`config.mk`:
```
export PLATFORM = sky130hd
export DESIGN_NAME = pwm_time_base_generator_control
export DESIGN_NICKNAME = d
export VERILOG_FILES = /design/src/shared/pwm_ctrl_pkg.sv /design/src/rtl/pwm_gen_flags.sv /design/src/rtl/pwm_time_base_generator_control.sv
export SDC_FILE = /design/constraint.sdc
export NUM_CORES = 1
export LEC_CHECK = 0
export BUFFER_PORTS_ARGS = -buffer_cell sky130_fd_sc_hd__buf_2
export CAP_MARGIN = 10
export CORE_MARGIN = 1
export CORE_UTILIZATION = 35
export CTS_CLUSTER_DIAMETER = 80
export DETAILED_ROUTE_END_ITERATION = 10
export PLACE_DENSITY = 0.58
export SLEW_MARGIN = 20
export SYNTH_ARGS = -nofsm -noshare
export SYNTH_HDL_FRONTEND = slang
export SYNTH_SLANG_ARGS = --single-unit
```
`constraint.sdc`:
```
create_clock -name core_clk -period 8.2 [get_ports core_clk]
set_input_delay 0.82 -clock core_clk [delete_from_list [all_inputs] [get_ports core_clk]]
set_output_delay 0.82 -clock core_clk [all_outputs]
set_load 0.02 [all_outputs]
```
`src/shared/pwm_ctrl_pkg.sv`:
```
package pwm_ctrl_pkg;
    localparam int NUM_GEN = 3;
    localparam logic [3:0] ADDR_TBCON = 4'h0;
    localparam logic [3:0] ADDR_PERIOD = 4'h1;
    localparam logic [3:0] ADDR_IRQ_STATUS = 4'h2;
    localparam logic [3:0] ADDR_IRQ_CLEAR = 4'h3;
    localparam logic [3:0] ADDR_IRQ_ENABLE = 4'h4;
    localparam logic [3:0] ADDR_TB_STATUS = 4'h5;
    localparam logic [3:0] ADDR_GEN_CTRL = 4'h8;
    localparam logic [3:0] ADDR_GEN_PERIOD = 4'hC;
    localparam int TB_ON = 15;
    localparam int TB_HALT_IDLE = 13;
    localparam int TB_SE_PEND = 12;
    localparam int TB_SE_IRQ = 11;
    localparam int TB_IMM_PER = 10;
    localparam int TB_SYNC_POL = 9;
    localparam int TB_SYNC_OUT = 8;
    localparam int TB_EXT_SYNC = 7;
    localparam int TB_SRC_LO = 4;
    localparam int TB_PS_LO = 0;
    localparam logic [15:0] TB_WMASK = 16'hAFFF;
    localparam int GC_FLT_PEND = 15;
    localparam int GC_CL_PEND = 14;
    localparam int GC_TRG_PEND = 13;
    localparam int GC_FLT_IRQ = 12;
    localparam int GC_CL_IRQ = 11;
    localparam int GC_TRG_IRQ = 10;
    localparam int GC_OWN_PER = 9;
    localparam int GC_DT_LO = 6;
    localparam int GC_DT_COMP = 5;
    localparam int GC_CAM = 2;
    localparam logic [15:0] GC_WMASK = 16'h1FE7;
    localparam logic [1:0] DT_COMP_MODE = 2'h3;
    localparam logic [15:0] RESET_VAL = 16'h0000;
    localparam logic [15:0] PERIOD_RESET = 16'hFFFF;
endpackage

```
`src/rtl/pwm_gen_flags.sv`:
```
`timescale 1ns/1ps
module pwm_gen_flags (
    input wire logic core_clk,
    input wire logic rst_n,
    input wire logic wr_en,
    input wire logic [15:0] wr_data,
    input wire logic fault_evt,
    input wire logic current_limit_evt,
    input wire logic trigger_evt,
    input wire logic [15:0] shared_period,
    input wire logic [15:0] own_period,
    output logic [15:0] ctrl_q,
    output logic [15:0] eff_period_q,
    output logic centre_mode_q,
    output logic dt_comp_active_q,
    output logic irq
);
    logic [15:0] cfg_q;
    logic flt_q, cl_q, trg_q;

    always_ff @(posedge core_clk or negedge rst_n) begin
        if (!rst_n) begin
            cfg_q <= pwm_ctrl_pkg::RESET_VAL;
        end else if (wr_en) begin
            cfg_q <= wr_data & pwm_ctrl_pkg::GC_WMASK;
        end
    end

    // Set wins over clear; a cleared enable also clears the flag
    always_ff @(posedge core_clk or negedge rst_n) begin
        if (!rst_n) begin
            flt_q <= 1'b0;
        end else if (fault_evt && cfg_q[pwm_ctrl_pkg::GC_FLT_IRQ]) begin
            flt_q <= 1'b1;
        end else if (!cfg_q[pwm_ctrl_pkg::GC_FLT_IRQ]) begin
            flt_q <= 1'b0;
        end
    end

    always_ff @(posedge core_clk or negedge rst_n) begin
        if (!rst_n) begin
            cl_q <= 1'b0;
        end else if (current_limit_evt && cfg_q[pwm_ctrl_pkg::GC_CL_IRQ]) begin
            cl_q <= 1'b1;
        end else if (!cfg_q[pwm_ctrl_pkg::GC_CL_IRQ]) begin
            cl_q <= 1'b0;
        end
    end

    always_ff @(posedge core_clk or negedge rst_n) begin
        if (!rst_n) begin
            trg_q <= 1'b0;
        end else if (trigger_evt && cfg_q[pwm_ctrl_pkg::GC_TRG_IRQ]) begin
            trg_q <= 1'b1;
        end else if (!cfg_q[pwm_ctrl_pkg::GC_TRG_IRQ]) begin
            trg_q <= 1'b0;
        end
    end

    always_ff @(posedge core_clk or negedge rst_n) begin
        if (!rst_n) begin
            eff_period_q <= pwm_ctrl_pkg::PERIOD_RESET;
            centre_mode_q <= 1'b0;
            dt_comp_active_q <= 1'b0;
        end else begin
            eff_period_q <= cfg_q[pwm_ctrl_pkg::GC_OWN_PER] ? own_period
                                                             : shared_period;
            centre_mode_q <= cfg_q[pwm_ctrl_pkg::GC_CAM]
                             && cfg_q[pwm_ctrl_pkg::GC_OWN_PER];
            dt_comp_active_q <= cfg_q[pwm_ctrl_pkg::GC_DT_COMP]
                && (cfg_q[pwm_ctrl_pkg::GC_DT_LO +: 2] == pwm_ctrl_pkg::DT_COMP_MODE);
        end
    end

    assign ctrl_q = {flt_q, cl_q, trg_q, cfg_q[12:0]};
    assign irq = flt_q | cl_q | trg_q;
endmodule

```
`src/rtl/pwm_time_base_generator_control.sv`:
```
`timescale 1ns/1ps
// Function
// Whole module runs only while module_on is one; gen_period, gen_centre_mode and gen_dt_comp_active still update while off.
// halt_in_idle stops the primary time base while the CPU idles.
// special_event_pending set and cleared by hardware, not writable.
// Special event interrupt forwarded only when special_event_irq_on is one; irq still gets it through summary status bit 0 regardless.
// immediate_period_load loads period at once, else at cycle boundary.
// sync_polarity_invert makes sync input and output active-low.
// Sync output pin driven only when sync_out_on is one.
// ext_sync_on lets selected external sync restart the time base.
// Software changes sync and update settings only while module is off.
// Software sets period slightly above the external sync period.
// Fault flag set by hardware; clearing its enable clears it.
// Current-limit flag set by hardware; clearing its enable clears it.
// Centre-aligned mode applies only with an independent period.
// Dead-time compensation polarity honoured only when dead-time field is 11.
// Trigger flag set on trigger while enabled; clearing enable clears it.
// Independent period bit picks own period, else shared primary period.
module pwm_time_base_generator_control (
    input wire logic core_clk,
    input wire logic nrst,
    input wire logic [3:0] avs_address,
    input wire logic avs_read,
    input wire logic avs_write,
    input wire logic [31:0] avs_writedata,
    input wire logic [3:0] avs_byteenable,
    output logic [31:0] avs_readdata,
    output logic avs_waitrequest,
    input wire logic cpu_idle,
    input wire logic [7:0] sync_input_pin,
    output logic sync_output_pin,
    output logic sync_output_pin_oe_n,
    input wire logic [2:0] fault_in,
    input wire logic [2:0] current_limit_in,
    input wire logic [2:0] trigger_in,
    output logic [15:0] time_base_count,
    output logic [47:0] gen_period,
    output logic [2:0] gen_centre_mode,
    output logic [2:0] gen_dt_comp_active,
    output logic special_event_irq,
    output logic irq
);
    localparam int NG = pwm_ctrl_pkg::NUM_GEN;

    logic rst_s1_q, rst_n;
    always_ff @(posedge core_clk or negedge nrst) begin
        if (!nrst) begin
            rst_s1_q <= 1'b0;
            rst_n <= 1'b0;
        end else begin
            rst_s1_q <= 1'b1;
            rst_n <= rst_s1_q;
        end
    end

    logic [15:0] tbcon_q, period_buf_q, period_act_q, count_q;
    logic [15:0] gper_q [NG];
    logic [15:0] gen_ctrl [NG];
    logic [15:0] gen_eff [NG];
    logic [2:0] gen_irq;
    logic [3:0] ps_cnt_q;
    logic se_pend_q;
    logic [2:0] irq_stat_q, irq_en_q;
    logic ack_q;
    logic sync_in_q, sync_prev_q;

    // One wait cycle so read data come from a register; writes land on the completing edge
    wire acc = (avs_read | avs_write) & ~ack_q;
    wire wr = avs_write & ack_q & (&avs_byteenable[1:0]);
    assign avs_waitrequest = (avs_read | avs_write) & ~ack_q;

    always_ff @(posedge core_clk or negedge rst_n) begin
        if (!rst_n) begin
            ack_q <= 1'b0;
        end else begin
            ack_q <= acc;
        end
    end

    wire mod_on = tbcon_q[pwm_ctrl_pkg::TB_ON];
    wire run = mod_on && !(tbcon_q[pwm_ctrl_pkg::TB_HALT_IDLE] && cpu_idle);
    wire pol = tbcon_q[pwm_ctrl_pkg::TB_SYNC_POL];
    wire [2:0] src = tbcon_q[pwm_ctrl_pkg::TB_SRC_LO +: 3];
    wire [3:0] ps_lim = tbcon_q[pwm_ctrl_pkg::TB_PS_LO +: 4];
    wire sync_lvl = sync_input_pin[src] ^ pol;
    wire ext_rst = tbcon_q[pwm_ctrl_pkg::TB_EXT_SYNC] && sync_in_q && !sync_prev_q;
    wire wrap = run && (count_q >= period_act_q);
    wire restart = wrap || (mod_on && ext_rst);

    // Settings written while running are taken anyway; software keeps that order
    always_ff @(posedge core_clk or negedge rst_n) begin
        if (!rst_n) begin
            tbcon_q <= pwm_ctrl_pkg::RESET_VAL;
        end else if (wr && avs_address == pwm_ctrl_pkg::ADDR_TBCON) begin
            tbcon_q <= avs_writedata[15:0] & pwm_ctrl_pkg::TB_WMASK;
        end
    end

    always_ff @(posedge core_clk or negedge rst_n) begin
        if (!rst_n) begin
            sync_in_q <= 1'b0;
            sync_prev_q <= 1'b0;
        end else begin
            sync_in_q <= sync_lvl;
            sync_prev_q <= sync_in_q;
        end
    end

    always_ff @(posedge core_clk or negedge rst_n) begin
        if (!rst_n) begin
            period_buf_q <= pwm_ctrl_pkg::PERIOD_RESET;
        end else if (wr && avs_address == pwm_ctrl_pkg::ADDR_PERIOD) begin
            period_buf_q <= avs_writedata[15:0];
        end
    end

    always_ff @(posedge core_clk or negedge rst_n) begin
        if (!rst_n) begin
            period_act_q <= pwm_ctrl_pkg::PERIOD_RESET;
        end else if (tbcon_q[pwm_ctrl_pkg::TB_IMM_PER] || restart || !mod_on) begin
            period_act_q <= period_buf_q;
        end
    end

    always_ff @(posedge core_clk or negedge rst_n) begin
        if (!rst_n) begin
            count_q <= 16'h0000;
        end else if (!mod_on) begin
            count_q <= 16'h0000;
        end else if (restart) begin
            count_q <= 16'h0000;
        end else if (run) begin
            count_q <= count_q + 16'h0001;
        end
    end

    // Special event: postscaled wraps of the time base
    always_ff @(posedge core_clk or negedge rst_n) begin
        if (!rst_n) begin
            ps_cnt_q <= 4'h0;
            se_pend_q <= 1'b0;
        end else begin
            if (!mod_on) begin
                ps_cnt_q <= 4'h0;
            end else if (wrap) begin
                ps_cnt_q <= (ps_cnt_q >= ps_lim) ? 4'h0 : ps_cnt_q + 4'h1;
            end
            se_pend_q <= wrap && (ps_cnt_q >= ps_lim);
        end
    end

    assign special_event_irq = se_pend_q && tbcon_q[pwm_ctrl_pkg::TB_SE_IRQ];

    // Sync output pulses on each restart, shaped by the polarity bit
    always_ff @(posedge core_clk or negedge rst_n) begin
        if (!rst_n) begin
            sync_output_pin <= 1'b0;
            sync_output_pin_oe_n <= 1'b1;
        end else begin
            sync_output_pin <= restart ^ pol;
            sync_output_pin_oe_n <= !(tbcon_q[pwm_ctrl_pkg::TB_SYNC_OUT] && mod_on);
        end
    end

    always_ff @(posedge core_clk or negedge rst_n) begin
        if (!rst_n) begin
            time_base_count <= 16'h0000;
        end else begin
            time_base_count <= count_q;
        end
    end

    genvar g;
    generate
        for (g = 0; g < NG; g++) begin : gen_g
            always_ff @(posedge core_clk or negedge rst_n) begin
                if (!rst_n) begin
                    gper_q[g] <= pwm_ctrl_pkg::PERIOD_RESET;
                end else if (wr && avs_address
                             == pwm_ctrl_pkg::ADDR_GEN_PERIOD + 4'(g)) begin
                    gper_q[g] <= avs_writedata[15:0];
                end
            end
            pwm_gen_flags u_flags (
                .core_clk(core_clk),
                .rst_n(rst_n),
                .wr_en(wr && avs_address == pwm_ctrl_pkg::ADDR_GEN_CTRL + 4'(g)),
                .wr_data(avs_writedata[15:0]),
                .fault_evt(fault_in[g] && mod_on),
                .current_limit_evt(current_limit_in[g] && mod_on),
                .trigger_evt(trigger_in[g] && mod_on),
                .shared_period(period_act_q),
                .own_period(gper_q[g]),
                .ctrl_q(gen_ctrl[g]),
                .eff_period_q(gen_eff[g]),
                .centre_mode_q(gen_centre_mode[g]),
                .dt_comp_active_q(gen_dt_comp_active[g]),
                .irq(gen_irq[g])
            );
            assign gen_period[16*g +: 16] = gen_eff[g];
        end
    endgenerate

    // Summary status: 0 special event, 1 any generator flag, 2 external sync restart (needs ext_sync_on and module on)
    wire [2:0] evt = {ext_rst && mod_on, |gen_irq, se_pend_q};
    always_ff @(posedge core_clk or negedge rst_n) begin
        if (!rst_n) begin
            irq_stat_q <= 3'h0;
        end else begin
            irq_stat_q <= evt | (irq_stat_q & ~((wr && avs_address
                == pwm_ctrl_pkg::ADDR_IRQ_CLEAR) ? avs_writedata[2:0] : 3'h0));
        end
    end

    always_ff @(posedge core_clk or negedge rst_n) begin
        if (!rst_n) begin
            irq_en_q <= 3'h0;
        end else if (wr && avs_address == pwm_ctrl_pkg::ADDR_IRQ_ENABLE) begin
            irq_en_q <= avs_writedata[2:0];
        end
    end

    assign irq = |(irq_stat_q & irq_en_q);

    logic [15:0] rd_d;
    always_comb begin
        rd_d = 16'h0000;
        unique case (avs_address)
            pwm_ctrl_pkg::ADDR_TBCON: rd_d = tbcon_q | (16'(se_pend_q) << pwm_ctrl_pkg::TB_SE_PEND);
            pwm_ctrl_pkg::ADDR_PERIOD: rd_d = period_buf_q;
            pwm_ctrl_pkg::ADDR_IRQ_STATUS: rd_d = {13'h0000, irq_stat_q};
            pwm_ctrl_pkg::ADDR_IRQ_ENABLE: rd_d = {13'h0000, irq_en_q};
            pwm_ctrl_pkg::ADDR_TB_STATUS: rd_d = count_q;
            4'h8, 4'h9, 4'hA: rd_d = gen_ctrl[avs_address[1:0]];
            4'hC, 4'hD, 4'hE: rd_d = gper_q[avs_address[1:0]];
            default: rd_d = 16'h0000;
        endcase
    end

    always_ff @(posedge core_clk or negedge rst_n) begin
        if (!rst_n) begin
            avs_readdata <= 32'h00000000;
        end else if (acc && avs_read) begin
            avs_readdata <= {16'h0000, rd_d};
        end
    end
endmodule

```
**After elaboration in Yosys (flattened, before gate mapping)**

Cells that the tools add are included.

- Memories: 0
- Bits in latches: 0
- Memory bits (writable): 0
- Input bits: 62
- Output and inout port bits: 107
- ROM bits: 0
- Register bits after elaboration: 256

- Divide/modulo/power cells: 0
- Bitwise gates (word level): 19
- Add/subtract/negate cells: 2
- Equal/unequal tests: 25
- Shifts and indexed selects: 0
- Multiplexer cells: 37
- Reductions and logical operators: 57
- $mul: 0
- Magnitude comparators: 4

Operator list:

| kind | count |
|---|---|
| 2-to-1 mux 16 bit | 10 |
| case mux 16 bit (7 select lines) | 1 |
| binary-select mux 16 bit (select 2 bit) | 2 |
| logical AND 1 bit | 44 |
| == test 4 bit (second input constant) | 6 |
| 2-to-1 mux 1 bit | 19 |
| inequality test 2 bit (second input constant) | 9 |
| adder 16 x 1 -> 16 bit (second input constant) | 1 |
| >= comparator 16 bit | 1 |
| bitwise OR 16 x 13 -> 16 bit | 1 |
| 2-to-1 mux 4 bit | 3 |
| OR reduction 3 bit | 4 |
| == test 4 x 2 -> 1 bit (second input constant) | 2 |
| == test 4 x 3 -> 1 bit (second input constant) | 2 |
| bitwise OR 1 bit | 7 |
| AND 3 bit | 2 |
| == test 2 bit (second input constant) | 3 |
| adder 4 x 1 -> 4 bit (second input constant) | 1 |
| == test 4 x 1 -> 1 bit (second input constant) | 1 |
| >= comparator 4 bit | 1 |
| logical NOT 1 bit | 4 |
| logical NOT 4 bit | 1 |
| less-than comparator 3 x 4 -> 1 bit (second input constant) | 1 |
| AND 1 bit | 3 |
| 12 further kinds | 15 |

**Longest topological paths before layout**

Gate-level depths: netlist of the first run.

- Depth in word-level cells: 7
- Depth in mapped cells: 10

**Modules after synthesis**

A second synthesis of the first run with hierarchy kept.

- Cells, all modules: 966
- Area total of the unflattened synthesis: 12077.8 µm²

Modules (own cells, without submodules):

| module | seq. area each (µm²) | instances | area an instance (µm²) | cells each |
|---|---|---|---|---|
| pwm_time_base_generator_control | 4105.2 | 1 | 8245.4 | 744 |
| pwm_gen_flags | 820.8 | 3 | 1277.5 | 74 |

**Worst setup path before layout of the first run**

OpenSTA, ideal clock, no wires.

- Path type: flip-flop to flip-flop
- Start point: register period_act_q[13]
- End point: register period_act_q[10]
- Arrival: 2.366 ns
- Slack: 5.751 ns
- Stages on the path, launching flop included: 10
- Data required time: 8.118 ns
- Buffers on the path: 1
- Cell sequence: dfstp_2 > inv_1 > ha_1 > a211oi_2 > nor2_1 > nor3_2 > o21ai_2 > a211oi_4 > buf_12 > mux2_4

- Word-level cells in the longest chain between the ends: 5

RTL lines:

| element | RTL line | RTL |
|---|---|---|
| from (decl) | pwm_time_base_generator_control.sv:56 | `logic [15:0] tbcon_q, period_buf_q, period_act_q, count_q;` |
| from (signal assigned) | pwm_time_base_generator_control.sv:119 | `period_act_q <= pwm_ctrl_pkg::PERIOD_RESET;` |
| from (signal assigned) | pwm_time_base_generator_control.sv:121 | `period_act_q <= period_buf_q;` |
| >= comparator 16 bit | pwm_time_base_generator_control.sv:87 | `wire wrap = run && (count_q >= period_act_q);` |
| logical AND 1 bit | pwm_time_base_generator_control.sv:87 |  |
| logical OR 1 bit | pwm_time_base_generator_control.sv:88 | `wire restart = wrap \|\| (mod_on && ext_rst);` |
| logical OR 1 bit (2 in a row) | pwm_time_base_generator_control.sv:120 | `end else if (tbcon_q[pwm_ctrl_pkg::TB_IMM_PER] \|\| restart \|\| !mod_on) begin` |

No other way between the ends.
A chain may end at the register's enable or synchronous reset.

**Worst setup path in the final report of the first run**

- Start point: input port avs_address[0]
- End point: register avs_readdata[15]

- Word-level cells in the longest chain between the ends: 5

RTL lines:

| element | RTL line | RTL |
|---|---|---|
| from (decl) | pwm_time_base_generator_control.sv:22 | `input wire logic [3:0] avs_address,` |
| NOT 2 -> 3 bit (implied by the code) | pwm_time_base_generator_control.sv:234, pwm_time_base_generator_control.sv:235 |  |
| binary-select mux 16 bit (select 2 bit), on equally long branches | pwm_time_base_generator_control.sv:235, pwm_time_base_generator_control.sv:234 |  |
| 2-to-1 mux 16 bit, on equally long branches (2 in a row) | pwm_time_base_generator_control.sv:235, pwm_time_base_generator_control.sv:234 |  |
| case mux 16 bit (7 select lines) (*) | pwm_time_base_generator_control.sv:228 | `unique case (avs_address)` |
| to (signal assigned) | pwm_time_base_generator_control.sv:244 | `avs_readdata <= {16'h0000, rd_d};` |
| to (decl) | pwm_time_base_generator_control.sv:27 | `output logic [31:0] avs_readdata,` |

Mark *: on every way between the ends. The rest lies on a longest branch, timed or not. The select of a mux whose other input is x is not followed.

==> qor.csv, run 1 <==
metric,value,unit
outcome,"finished, final reports clean",
syn2layout_area_growth,16.7,%
fp.dieArea,0.0341,sq mm
crit_buf_inv,2,
final_max_slew_viol_count,0,
synth-edff-count,0,
r2r_cells,8,
fin_crit,3100,ps
cp.required,8660,ps
cts_buffers,28,
drt_iter0_drc,735,
hold_viol,0,
syn_area_per_cell,11.8,sq um
syn_area,0.0117,sq mm
final_common_cell,buf_2,
place_ws,4600,ps
setup_violations,0,
die_w,185,um
ys_seq_area_share,56.2,%
antenna_cells,0,
crit_start,avs_address[0],
drive_gt1_share,42.6,%
drt_pre_antenna_iters,5,
cts_setup_buffers,0,
critPathKind,in2reg,
swShare,27.0,%
async_flop_share,100,%
power.leakage,6.10,nW
grt_overflow,0,
synth_area_leader_cell,dfstp_2,
cts.htree.levels,1,
pwr-share-comb,11.9,%
place_congestion,0.784,
synthFlopType,dfstp_2,
peakVddDrop,174,uV
cts_tree,done,
startpoint_type,input port,
die_y,185,um
crit_family,simple AND/OR/NAND/NOR gates,
vias,8180,
crit_path_max_incr_delay,920,ps
cts.reportedPaths.clkPinSlew,60,ps
design.core.area,0.0327,sq mm
final_cell_mix,"buf_2, dfstp_2, dfrtp_1, mux2_2, nand2_1",
cp_max_fo,41,
critPathArrivalTime,3550,ps
worstSetupEndpoint,avs_readdata[15],
final_util,41.7,%
power.density,230,mW/mm^2
syn_inst,993,
r2r_end,count_q[13],
dpl.hpwl,22100,um
p_clk_share,41.1,%
antenna_found_initial,2,
period_share,37.8,%
holdCritPathClass,in2async,
synth_cell_types,57,
skew,25.3,ps
wl,32700,um
clockBufferDepth,3,
slowest_stage,nor3_2,
ios,169,
vias_per_cell,5.21,
p_switching,0.846,mW
tightest_slew,1190,ps
ctsRootBufferMaster,clkbuf_16,
timing.rr.start,period_act_q[2],
fp-row-count,66,
grt_pass1_vias,8178,
cts.sinks,256,
rsz0062_at_grt,false,
synth_seq_cells,256,
ant_nets,0,
reg2reg_setup_slack,5270,ps
crit_path_end_kind,register,
clk-insertion-delay-late,560,ps
p_int,2.29,mW
grt_pass1_wl,50300,um
path_depth,8,
total_power,3.13,mW
crit_chain,buf_2 -> buf_4 -> nand2b_1 -> nor3_2 -> a222oi_1 -> o21ai_0 -> a21oi_1 -> o21ai_0,
seq_power_share,47.0,%
nFillCells,3146,
synth_area_leaders,"dfstp_2, dfrtp_1, mux2_2",
io_buffers,134,
track_usage,19.6,%
cts_resized,0,
drcViolationCount,0,
crit_top_cell,o21ai_0,
yosys_warnings,0,
nets,1191,
slew_headroom,20.7,%
setup_tns,0,ps
start_util,35.7,%
cap_violations,0,
fmax,0.323,GHz
setup_ws,5100,ps
wl_per_cell,20.8,um
cts_hold_buffers,0,
grt_max_degree,86,
yosysTopAreaCellShare,29.0,%
==> metal layers <==
metal / share of wire (%) / global-route usage (%)
met1: 46 / 27.8
met5: 0 / 0
met4: 1.8 / 4.43
met3: 5.1 / 2.35
met2: 47 / 32.0
==> worst min path at each step <==
| stage | endpoint | slack (ps) | cells past startpoint |
|---|---|---|---|
| global route | rst_n | 30 | 1 |
| CTS | rst_n | 30 | 1 |
| detailed placement | time_base_count[0] | 170 | 0 |
| floorplan | rst_n | 330 | 0 |
| global placement | time_base_count[0] | 170 | 0 |
| finish | rst_n | 60 | 1 |
==> stage by stage <==
step           std cells  hold slack, ps  cell area, sq um
2_1_floorplan       1008             331             11700
4_1_cts             1571            32.3             13600
3_5_place_dp        1519             168             12700
5_1_grt             1571            32.3             13600
6_report            1571            55.2             13600
3_3_place_gp        1519             169             12700
==> Yosys cell counts (10+ instances only) <==
cell type / instances
mux2i_1: 34
a31oi_1: 23
mux2_4: 10
clkbuf_1: 33
buf_2: 19
nand2_1: 101
nand3_1: 10
a222oi_1: 15
o21ai_0: 95
inv_1: 27
dfrtp_1: 127
nor2_1: 35
nand3b_1: 10
and2_1: 11
dfstp_2: 129
mux2_2: 121
nor2b_1: 16
buf_4: 24
ha_1: 22
a21oi_1: 42
==> power groups by stage <==
stage	Clock [mW]	Combinational, mW	Sequential (mW)
3_5_place_dp	0	0.373	1.49
5_1_grt	1.38	0.409	1.49
6_report	1.29	0.372	1.47
2_1_floorplan	0	0.219	1.52
3_3_place_gp	0	0.368	1.49
4_1_cts	1.32	0.374	1.47
==> cell families (layout without fill, tap and decap cells) <==
kind of cell	Yosys count	in the layout	synth area share [%]
flops	256	256	56.2
simple gates	226	226	9.49
compound gates	209	209	10.8
mux	167	167	16.2
buf+inv	108	229	4.60
fa+ha+maj	22	22	2.36
xor+xnor	3	3	0.225
other cells	2	17	0.0643
==> final cells by class <==
cell class	instances	area (sq um)	area share [%]
clock buffers	37	805	5.90
multi-input cells	644	4640	34.0
flip-flops and latches	256	6580	48.2
clock inverters	15	161	1.18
well taps	442	553	4.06
repair buffers	150	798	5.85
inverters	27	101	0.743
==> flip-flops by register name, summed over array words and instances (netlist names), 3 cells and up <==
signal	count
gen_g.u_flags.eff_period_q	48
gper_q	48
gen_g.u_flags.cfg_q	33
avs_readdata	16
count_q	16
period_act_q	16
period_buf_q	16
time_base_count	16
tbcon_q	14
ps_cnt_q	4
gen_g.u_flags.centre_mode_q	3
gen_g.u_flags.cl_q	3
gen_g.u_flags.dt_comp_active_q	3
gen_g.u_flags.flt_q	3
gen_g.u_flags.trg_q	3
irq_en_q	3
irq_stat_q	3
No activity file was read; power rests on OpenSTA's default activity.
==> run 2: changes to the inputs <==
Settings changed: PLACE_DENSITY 0.58 to 0.6.
Clock period 8.2 ns to 2.7 ns, I/O delays scaled along.
==> run 2 against run 1 <==
Clock skew down 5.9 ps. Core utilization up 1.5 points. Wire length up 2.0%. Critical path type is now reg2reg. Combinational power rose to 3.4 times the previous value.
==> qor.csv, run 2 (synthesized netlist as in run 1, its figures left out) <==
metric,value,unit,change
cts_tree,done,,
final_cell_mix,"buf_2, dfstp_2, dfrtp_1, mux2_2, nand2_1",,
dr_wl_met2,15900,um,+3.5%
setup_violations,0,,unchanged
slew_headroom,49.3,%,+29 points
highest_layer,met4,,
syn2layout_area_growth,20.8,%,
io_buffers,134,,unchanged
start_util,35.7,%,unchanged
cts.htree.levels,1,,unchanged
track_usage,19.9,%,+0.32 points
critPathKind,reg2reg,,
total_power,9.59,mW,+210%
dpl.hpwl,23500,um,+6.1%
holdCritPathClass,in2reg,,
drive_gt1_share,43.8,%,+1.2 points
power.leakage,6.37,nW,+4.4%
cp_max_fo,8,,-80%
fp-row-count,66,,unchanged
rsz0062_at_grt,false,,
antenna_cells,0,,unchanged
tightest_slew,752,ps,-434 ps
fin_crit,2600,ps,
reg2reg_setup_slack,100,ps,-5170 ps
fp.dieArea,0.0341,sq mm,unchanged
place_ws,142,ps,-4460 ps
reg_top3,"gen_g.u_flags.eff_period_q: 48 flops, gper_q: 48 flops, gen_g.u_flags.cfg_q: 33 flops",,
place_congestion,0.850,,+8.3%
timing.rr.start,period_act_q[11],,
power.density,679,mW/mm^2,+200%
startpoint_type,register,,
period_share,96.2,%,
crit_start,period_act_q[11],,
final_common_cell,buf_2,,
nets,1241,,+4.2%
setup_tns,0,ps,unchanged
grt_overflow,0,,unchanged
ios,169,,unchanged
final_max_slew_viol_count,0,,unchanged
skew,19.5,ps,-5.85 ps
peakVddDrop,573,uV,+230%
design.core.area,0.0327,sq mm,unchanged
cts.reportedPaths.clkPinSlew,60,ps,about the same
hold_viol,0,,unchanged
dr_wl_met3,1610,um,-3.1%
fmax,0.385,GHz,
r2r_end,period_act_q[9],,
setup_ws,102,ps,-5000 ps
final_util,43.2,%,+1.5 points
clockBufferDepth,3,,unchanged
die_w,185,um,unchanged
crit_path_end_kind,register,,
r2r_cells,9,,+1
grt_pass1_vias,8258,,+0.98%
cp.required,3160,ps,-5500 ps
clk-insertion-delay-late,550,ps,about the same
wl_met1,15100,um,+0.37%
grt_pass1_wl,50800,um,+0.96%
ant_nets,0,,unchanged
grt_max_degree,115,,+34%
drt_iter0_drc,645,,-12%
cts.sinks,256,,unchanged
register_area,0.00657,sq mm,about the same
vias,8287,,+1.3%
min-delay-start,fault_in[1],,
wl_per_cell,20.6,um,-1.1%
vias_per_cell,5.12,,-1.8%
ctsRootBufferMaster,clkbuf_16,,
final_cells,1620,,+3.1%
drt_pre_antenna_iters,7,,+2
die_y,185,um,unchanged
multiInputGateArea,0.00465,sq mm,+0.11%
critPathArrivalTime,3060,ps,-490 ps
wl,33300,um,+2.0%
cts_buffers,28,,unchanged
cap_violations,0,,unchanged
nFillCells,3144,,-0.064%
drcViolationCount,0,,unchanged
outcome,"finished, final reports clean",,
place_inst,1557,,+2.5%
worstSetupEndpoint,period_act_q[9],,
antenna_found_initial,1,,-1
[run 2: layout make-up]
type	count	share of cell area (%)
flip-flops and latches	256	46.6
inverters	27	0.718
well taps	442	3.92
clock buffers	35	5.44
repair buffers	200	9.18
multi-input cells	644	32.9
clock inverters	16	1.26
[run 2: routing by layer]
layer / track usage, % / up-vias
met5: 0 / -
met2: 32.7 / 233
li1: - / 3815
met4: 5.19 / 0
met3: 2.59 / 42
met1: 27.7 / 4197
[run 2: what timing repair did]
action / 4_1_cts / 5_1_grt
setup endpoints to repair: 0 / 6
gates resized for setup: 0 / 1
endpoints found under the hold margin: 10 / 0
hold buffers: 10 / 0
setup buffers: 0 / 1
[run 2: worst min-delay path by stage]
stage,slack (ps),depth (start not counted),to
floorplan,-30,0,rst_s1_q
global placement,60,1,rst_s1_q
finish,20,3,gen_g[1].u_flags.flt_q
global route,10,3,gen_g[1].u_flags.flt_q
CTS,7,2,rst_n
detailed placement,60,1,rst_s1_q
[run 2: report_power, final]
part | leakage, nW | switching, mW | internal [mW]
combinational | 2.84 | 0.781 | 0.466
sequential | 3.07 | 0.185 | 4.25
clock | 0.462 | 1.60 | 2.31
[run 2: per-stage QoR]
step / area [sq um] / hold slack (ps)
5_1_grt: 14100 / 10.8
2_1_floorplan: 11700 / -25.6
4_1_cts: 14100 / 7.13
6_report: 14100 / 21.1
3_3_place_gp: 13000 / 55.6
3_5_place_dp: 13000 / 58.3
[run 2: worst max-delay path: stages (launching register included)]
cell       delay (ps)
dfstp_2           540
inv_1              80
ha_1              310
a21oi_1           170
o21bai_1          110
nor3_2            260
o21ai_2           150
a211oi_4          360
clkbuf_16         240
mux2_4            300
==> run 3: changes to the inputs <==
Settings changed: REMOVE_ABC_BUFFERS from default to 1, SYNTH_HIERARCHICAL from default to 1.
==> run 3 against run 2 <==
Wire length is 2.9% lower. Non-clock buffer count is 33 higher. Combinational power grew to 4.2 times the previous value. Worst setup slack worse by 34 ps. Via count is 1.2% lower. Register-to-register slack worse by 30 ps. First-iteration DRC count is 32% lower. Clock power is 6.4% higher. Global-route usage is 1.6 points lower. Hold slack worse by 4.6 ps. Critical endpoint is now period_act_q[15].
==> qor.csv, run 3 <==
metric,value,unit,change
outcome,"finished, final reports clean",,
fp-row-count,67,,+1.5%
grt_max_degree,64,,-44%
min-delay-start,avs_writedata[14],,
setup_ws,67.8,ps,-34.0 ps
peakVddDrop,557,uV,-2.8%
fmax,0.380,GHz,-1.3%
die_y,188,um,+1.6%
r2r_end,period_act_q[15],,
vias,8189,,-1.2%
startpoint_type,register,,
cts.htree.levels,1,,unchanged
ctsRootBufferMaster,clkbuf_16,,
nets,1256,,+1.2%
multiInputGateArea,0.00514,sq mm,+11%
grt_overflow,0,,unchanged
cp_max_fo,6,,-2
cap_violations,0,,unchanged
reg2reg_setup_slack,70,ps,-30 ps
clockBufferDepth,3,,unchanged
synthFlopType,dfstp_2,,
power.density,987,mW/mm^2,+45%
ys_top_cells_by_count,"mux2_2, dfstp_2, dfrtp_1",,
die_w,188,um,+1.6%
place_congestion,0.845,,-0.51%
final_util,44.1,%,+0.95 points
grt_pass1_wl,50000,um,-1.5%
r2r_cells,9,,unchanged
p_int,10.0,mW,+43%
power.leakage,6.88,nW,+8.0%
hold_viol,0,,unchanged
design.core.area,0.0338,sq mm,+3.3%
io_buffers,134,,unchanged
min_path_cells,2,,-1
synth_area_leader_cell,dfstp_2,,
cts_tree,done,,
ys_seq_area_share,54.4,%,-1.8 points
antenna_cells,0,,unchanged
start_util,35.8,%,about the same
final_max_slew_viol_count,0,,unchanged
cts.sinks,256,,unchanged
syn2layout_area_growth,23.4,%,
holdCritPathClass,in2reg,,
drive_gt1_share,51.3,%,+7.5 points
ios,169,,unchanged
place_ws,15.5,ps,-127 ps
timing.rr.start,period_act_q[11],,
syn_inst,966,,-2.7%
rsz0062_at_grt,true,,
cp.required,3170,ps,about the same
register_area,0.00657,sq mm,unchanged
fp.dieArea,0.0353,sq mm,+3.3%
fin_crit,2630,ps,+34.0 ps
wl_per_cell,19.7,um,-4.4%
clk-insertion-delay-late,550,ps,about the same
antenna_found_initial,0,,-1
yosys.cell_count.top_type,mux2_2,,
crit_path_max_incr_delay,530,ps,about the same
setup_violations,0,,unchanged
skew,19.0,ps,-0.455 ps
track_usage,18.4,%,-1.6 points
yosys_warnings,6,,+6
fin_hold_ws,16.5,ps,-4.56 ps
final_cell_mix,"mux2_2, buf_2, dfstp_2, dfrtp_1, buf_4",,
p_switching,4.69,mW,+83%
cts_buffers,30,,+7.1%
vias_per_cell,4.98,,-2.6%
grt_pass1_vias,8564,,+3.7%
synth_seq_cells,256,,unchanged
yosysTopAreaCellShare,28.1,%,-0.94 points
period_share,97.5,%,+1.3 points
synth_cell_types,67,,+18%
nFillCells,3161,,+0.54%
worstHoldEndpoint,gper_q[14],,
crit_chain,inv_1 -> ha_4 -> nand4_1 -> or3_4 -> o32ai_4 -> nor4_4 -> o21ai_4 -> buf_6 -> mux2_2,,
drcViolationCount,0,,unchanged
swShare,31.9,%,+5.2 points
critPathKind,reg2reg,,
reg_top3,"gen_g.u_flags/eff_period_q: 48 flops, gper_q: 48 flops, gen_g.u_flags/cfg_q: 33 flops",,
seq_power_share,35.9,%,-10 points
async_flop_share,100,%,unchanged
wl,32300,um,-2.9%
cts.reportedPaths.clkPinSlew,60,ps,about the same
tightest_slew,899,ps,+146 ps
drt_pre_antenna_iters,5,,-2
syn_area,0.0121,sq mm,+3.3%
slowest_stage,dfstp_2,,
dpl.hpwl,23000,um,-2.2%
crit_path_end_kind,register,,
p_clk_share,28.3,%,-12 points
ant_nets,0,,unchanged
syn_area_per_cell,12.5,sq um,+6.2%
critPathArrivalTime,3100,ps,+40 ps
drt_iter0_drc,437,,-32%
final_common_cell,mux2_2,,
slew_headroom,39.8,%,-9.5 points
synth-edff-count,0,,unchanged
pwr-share-comb,35.8,%,+23 points
synth_area_leaders,"dfstp_2, dfrtp_1, mux2_2",,
[run 3: cell types whose count changed in the layout (fill, tap and decap cells not counted), moves of 12 or more]
cell / change
nand2_1: -54
o21ai_0: -57
buf_4: +40
nor2_1: +40
a2111oi_0: +12
mux2_4: +28
a222oi_1: -13
a31oi_1: -20
nor2b_1: -12
mux2_2: +15
[run 3: logic make-up (layout without fill, tap and decap cells)]
kind of cell | after synthesis | count (layout) | share of synthesized area [%]
xor+xnor | 3 | 3 | 0.218
buf+inv | 106 | 318 | 5.19
mux | 211 | 211 | 20.6
other cells | 5 | 23 | 0.155
simple gates | 209 | 209 | 8.55
compound gates | 154 | 154 | 8.68
flops | 256 | 256 | 54.4
fa+ha+maj | 22 | 22 | 2.28
[run 3: power groups by stage]
stage | sequential, mW | clock, mW | combinational (mW)
after floorplan | 5.85 | 0 | 2.53
after global placement | 5.33 | 0 | 4.86
after detailed placement | 5.34 | 0 | 4.89
after CTS | 5.29 | 4.27 | 4.95
after global routing | 5.36 | 4.42 | 5.69
final | 5.28 | 4.16 | 5.26
[run 3: routing by layer]
metal  GRT usage [%]  routed length, um  vias to the layer above
li1                -                  -                     3807
met1            25.0              14800                     4149
met2            30.5              15500                      192
met3            3.11               1520                       41
met4            4.16                545                        0
met5               0                  0                        -
[run 3: worst max path at each step]
stage / from / end / slack (ps) / cells after the start
3_3_place_gp: avs_address[1] / avs_readdata[14] / -0.8 / 8
3_5_place_dp: period_act_q[13] / period_act_q[4] / 20 / 9
2_1_floorplan: rst_n / ack_q / -4740 / 0
4_1_cts: period_act_q[13] / period_act_q[4] / 10 / 9
6_report: period_act_q[11] / period_act_q[15] / 70 / 9
5_1_grt: period_act_q[7] / period_act_q[15] / -30 / 9
[run 3: layout make-up]
cell class	count	area share, %
inverters	29	0.730
multi-input cells	622	34.5
clock buffers	45	5.96
repair buffers	233	9.97
flip-flops and latches	256	44.1
clock inverters	11	0.966
well taps	448	3.76
[run 3: worst max-delay path: cells and delay by family, from the launching register on]
kind,cells,cell delay [ps]
adder cells (fa/ha/maj),1,270
AO/OA/AOI/OAI,2,580
buffers and inverters,2,240
AND/OR/NAND/NOR,3,580
multiplexers,1,340
flip-flops,1,530
[run 3: what timing repair did]
| item | CTS | global route |
|---|---|---|
| pin swaps | 0 | 7 |
| endpoints found under the setup margin | 2 | 28 |
| gates resized for setup | 1 | 20 |
| setup buffers | 0 | 2 |
| hold buffers | 4 | 0 |
| hold endpoints to repair | 4 | 0 |
[run 3: through the flow]
| stage | area (sq um) | setup TNS [ps] | instances | total power, mW |
|---|---|---|---|---|
| floorplan | 11600 | -942200 | 907 | 8.38 |
| global placement | 13600 | -0.784 | 1582 | 10.2 |
| detailed placement | 13600 | 0 | 1582 | 10.2 |
| CTS | 14700 | 0 | 1642 | 14.5 |
| global route | 14900 | -81.2 | 1644 | 15.5 |
| finish | 14900 | 0 | 1644 | 14.7 |
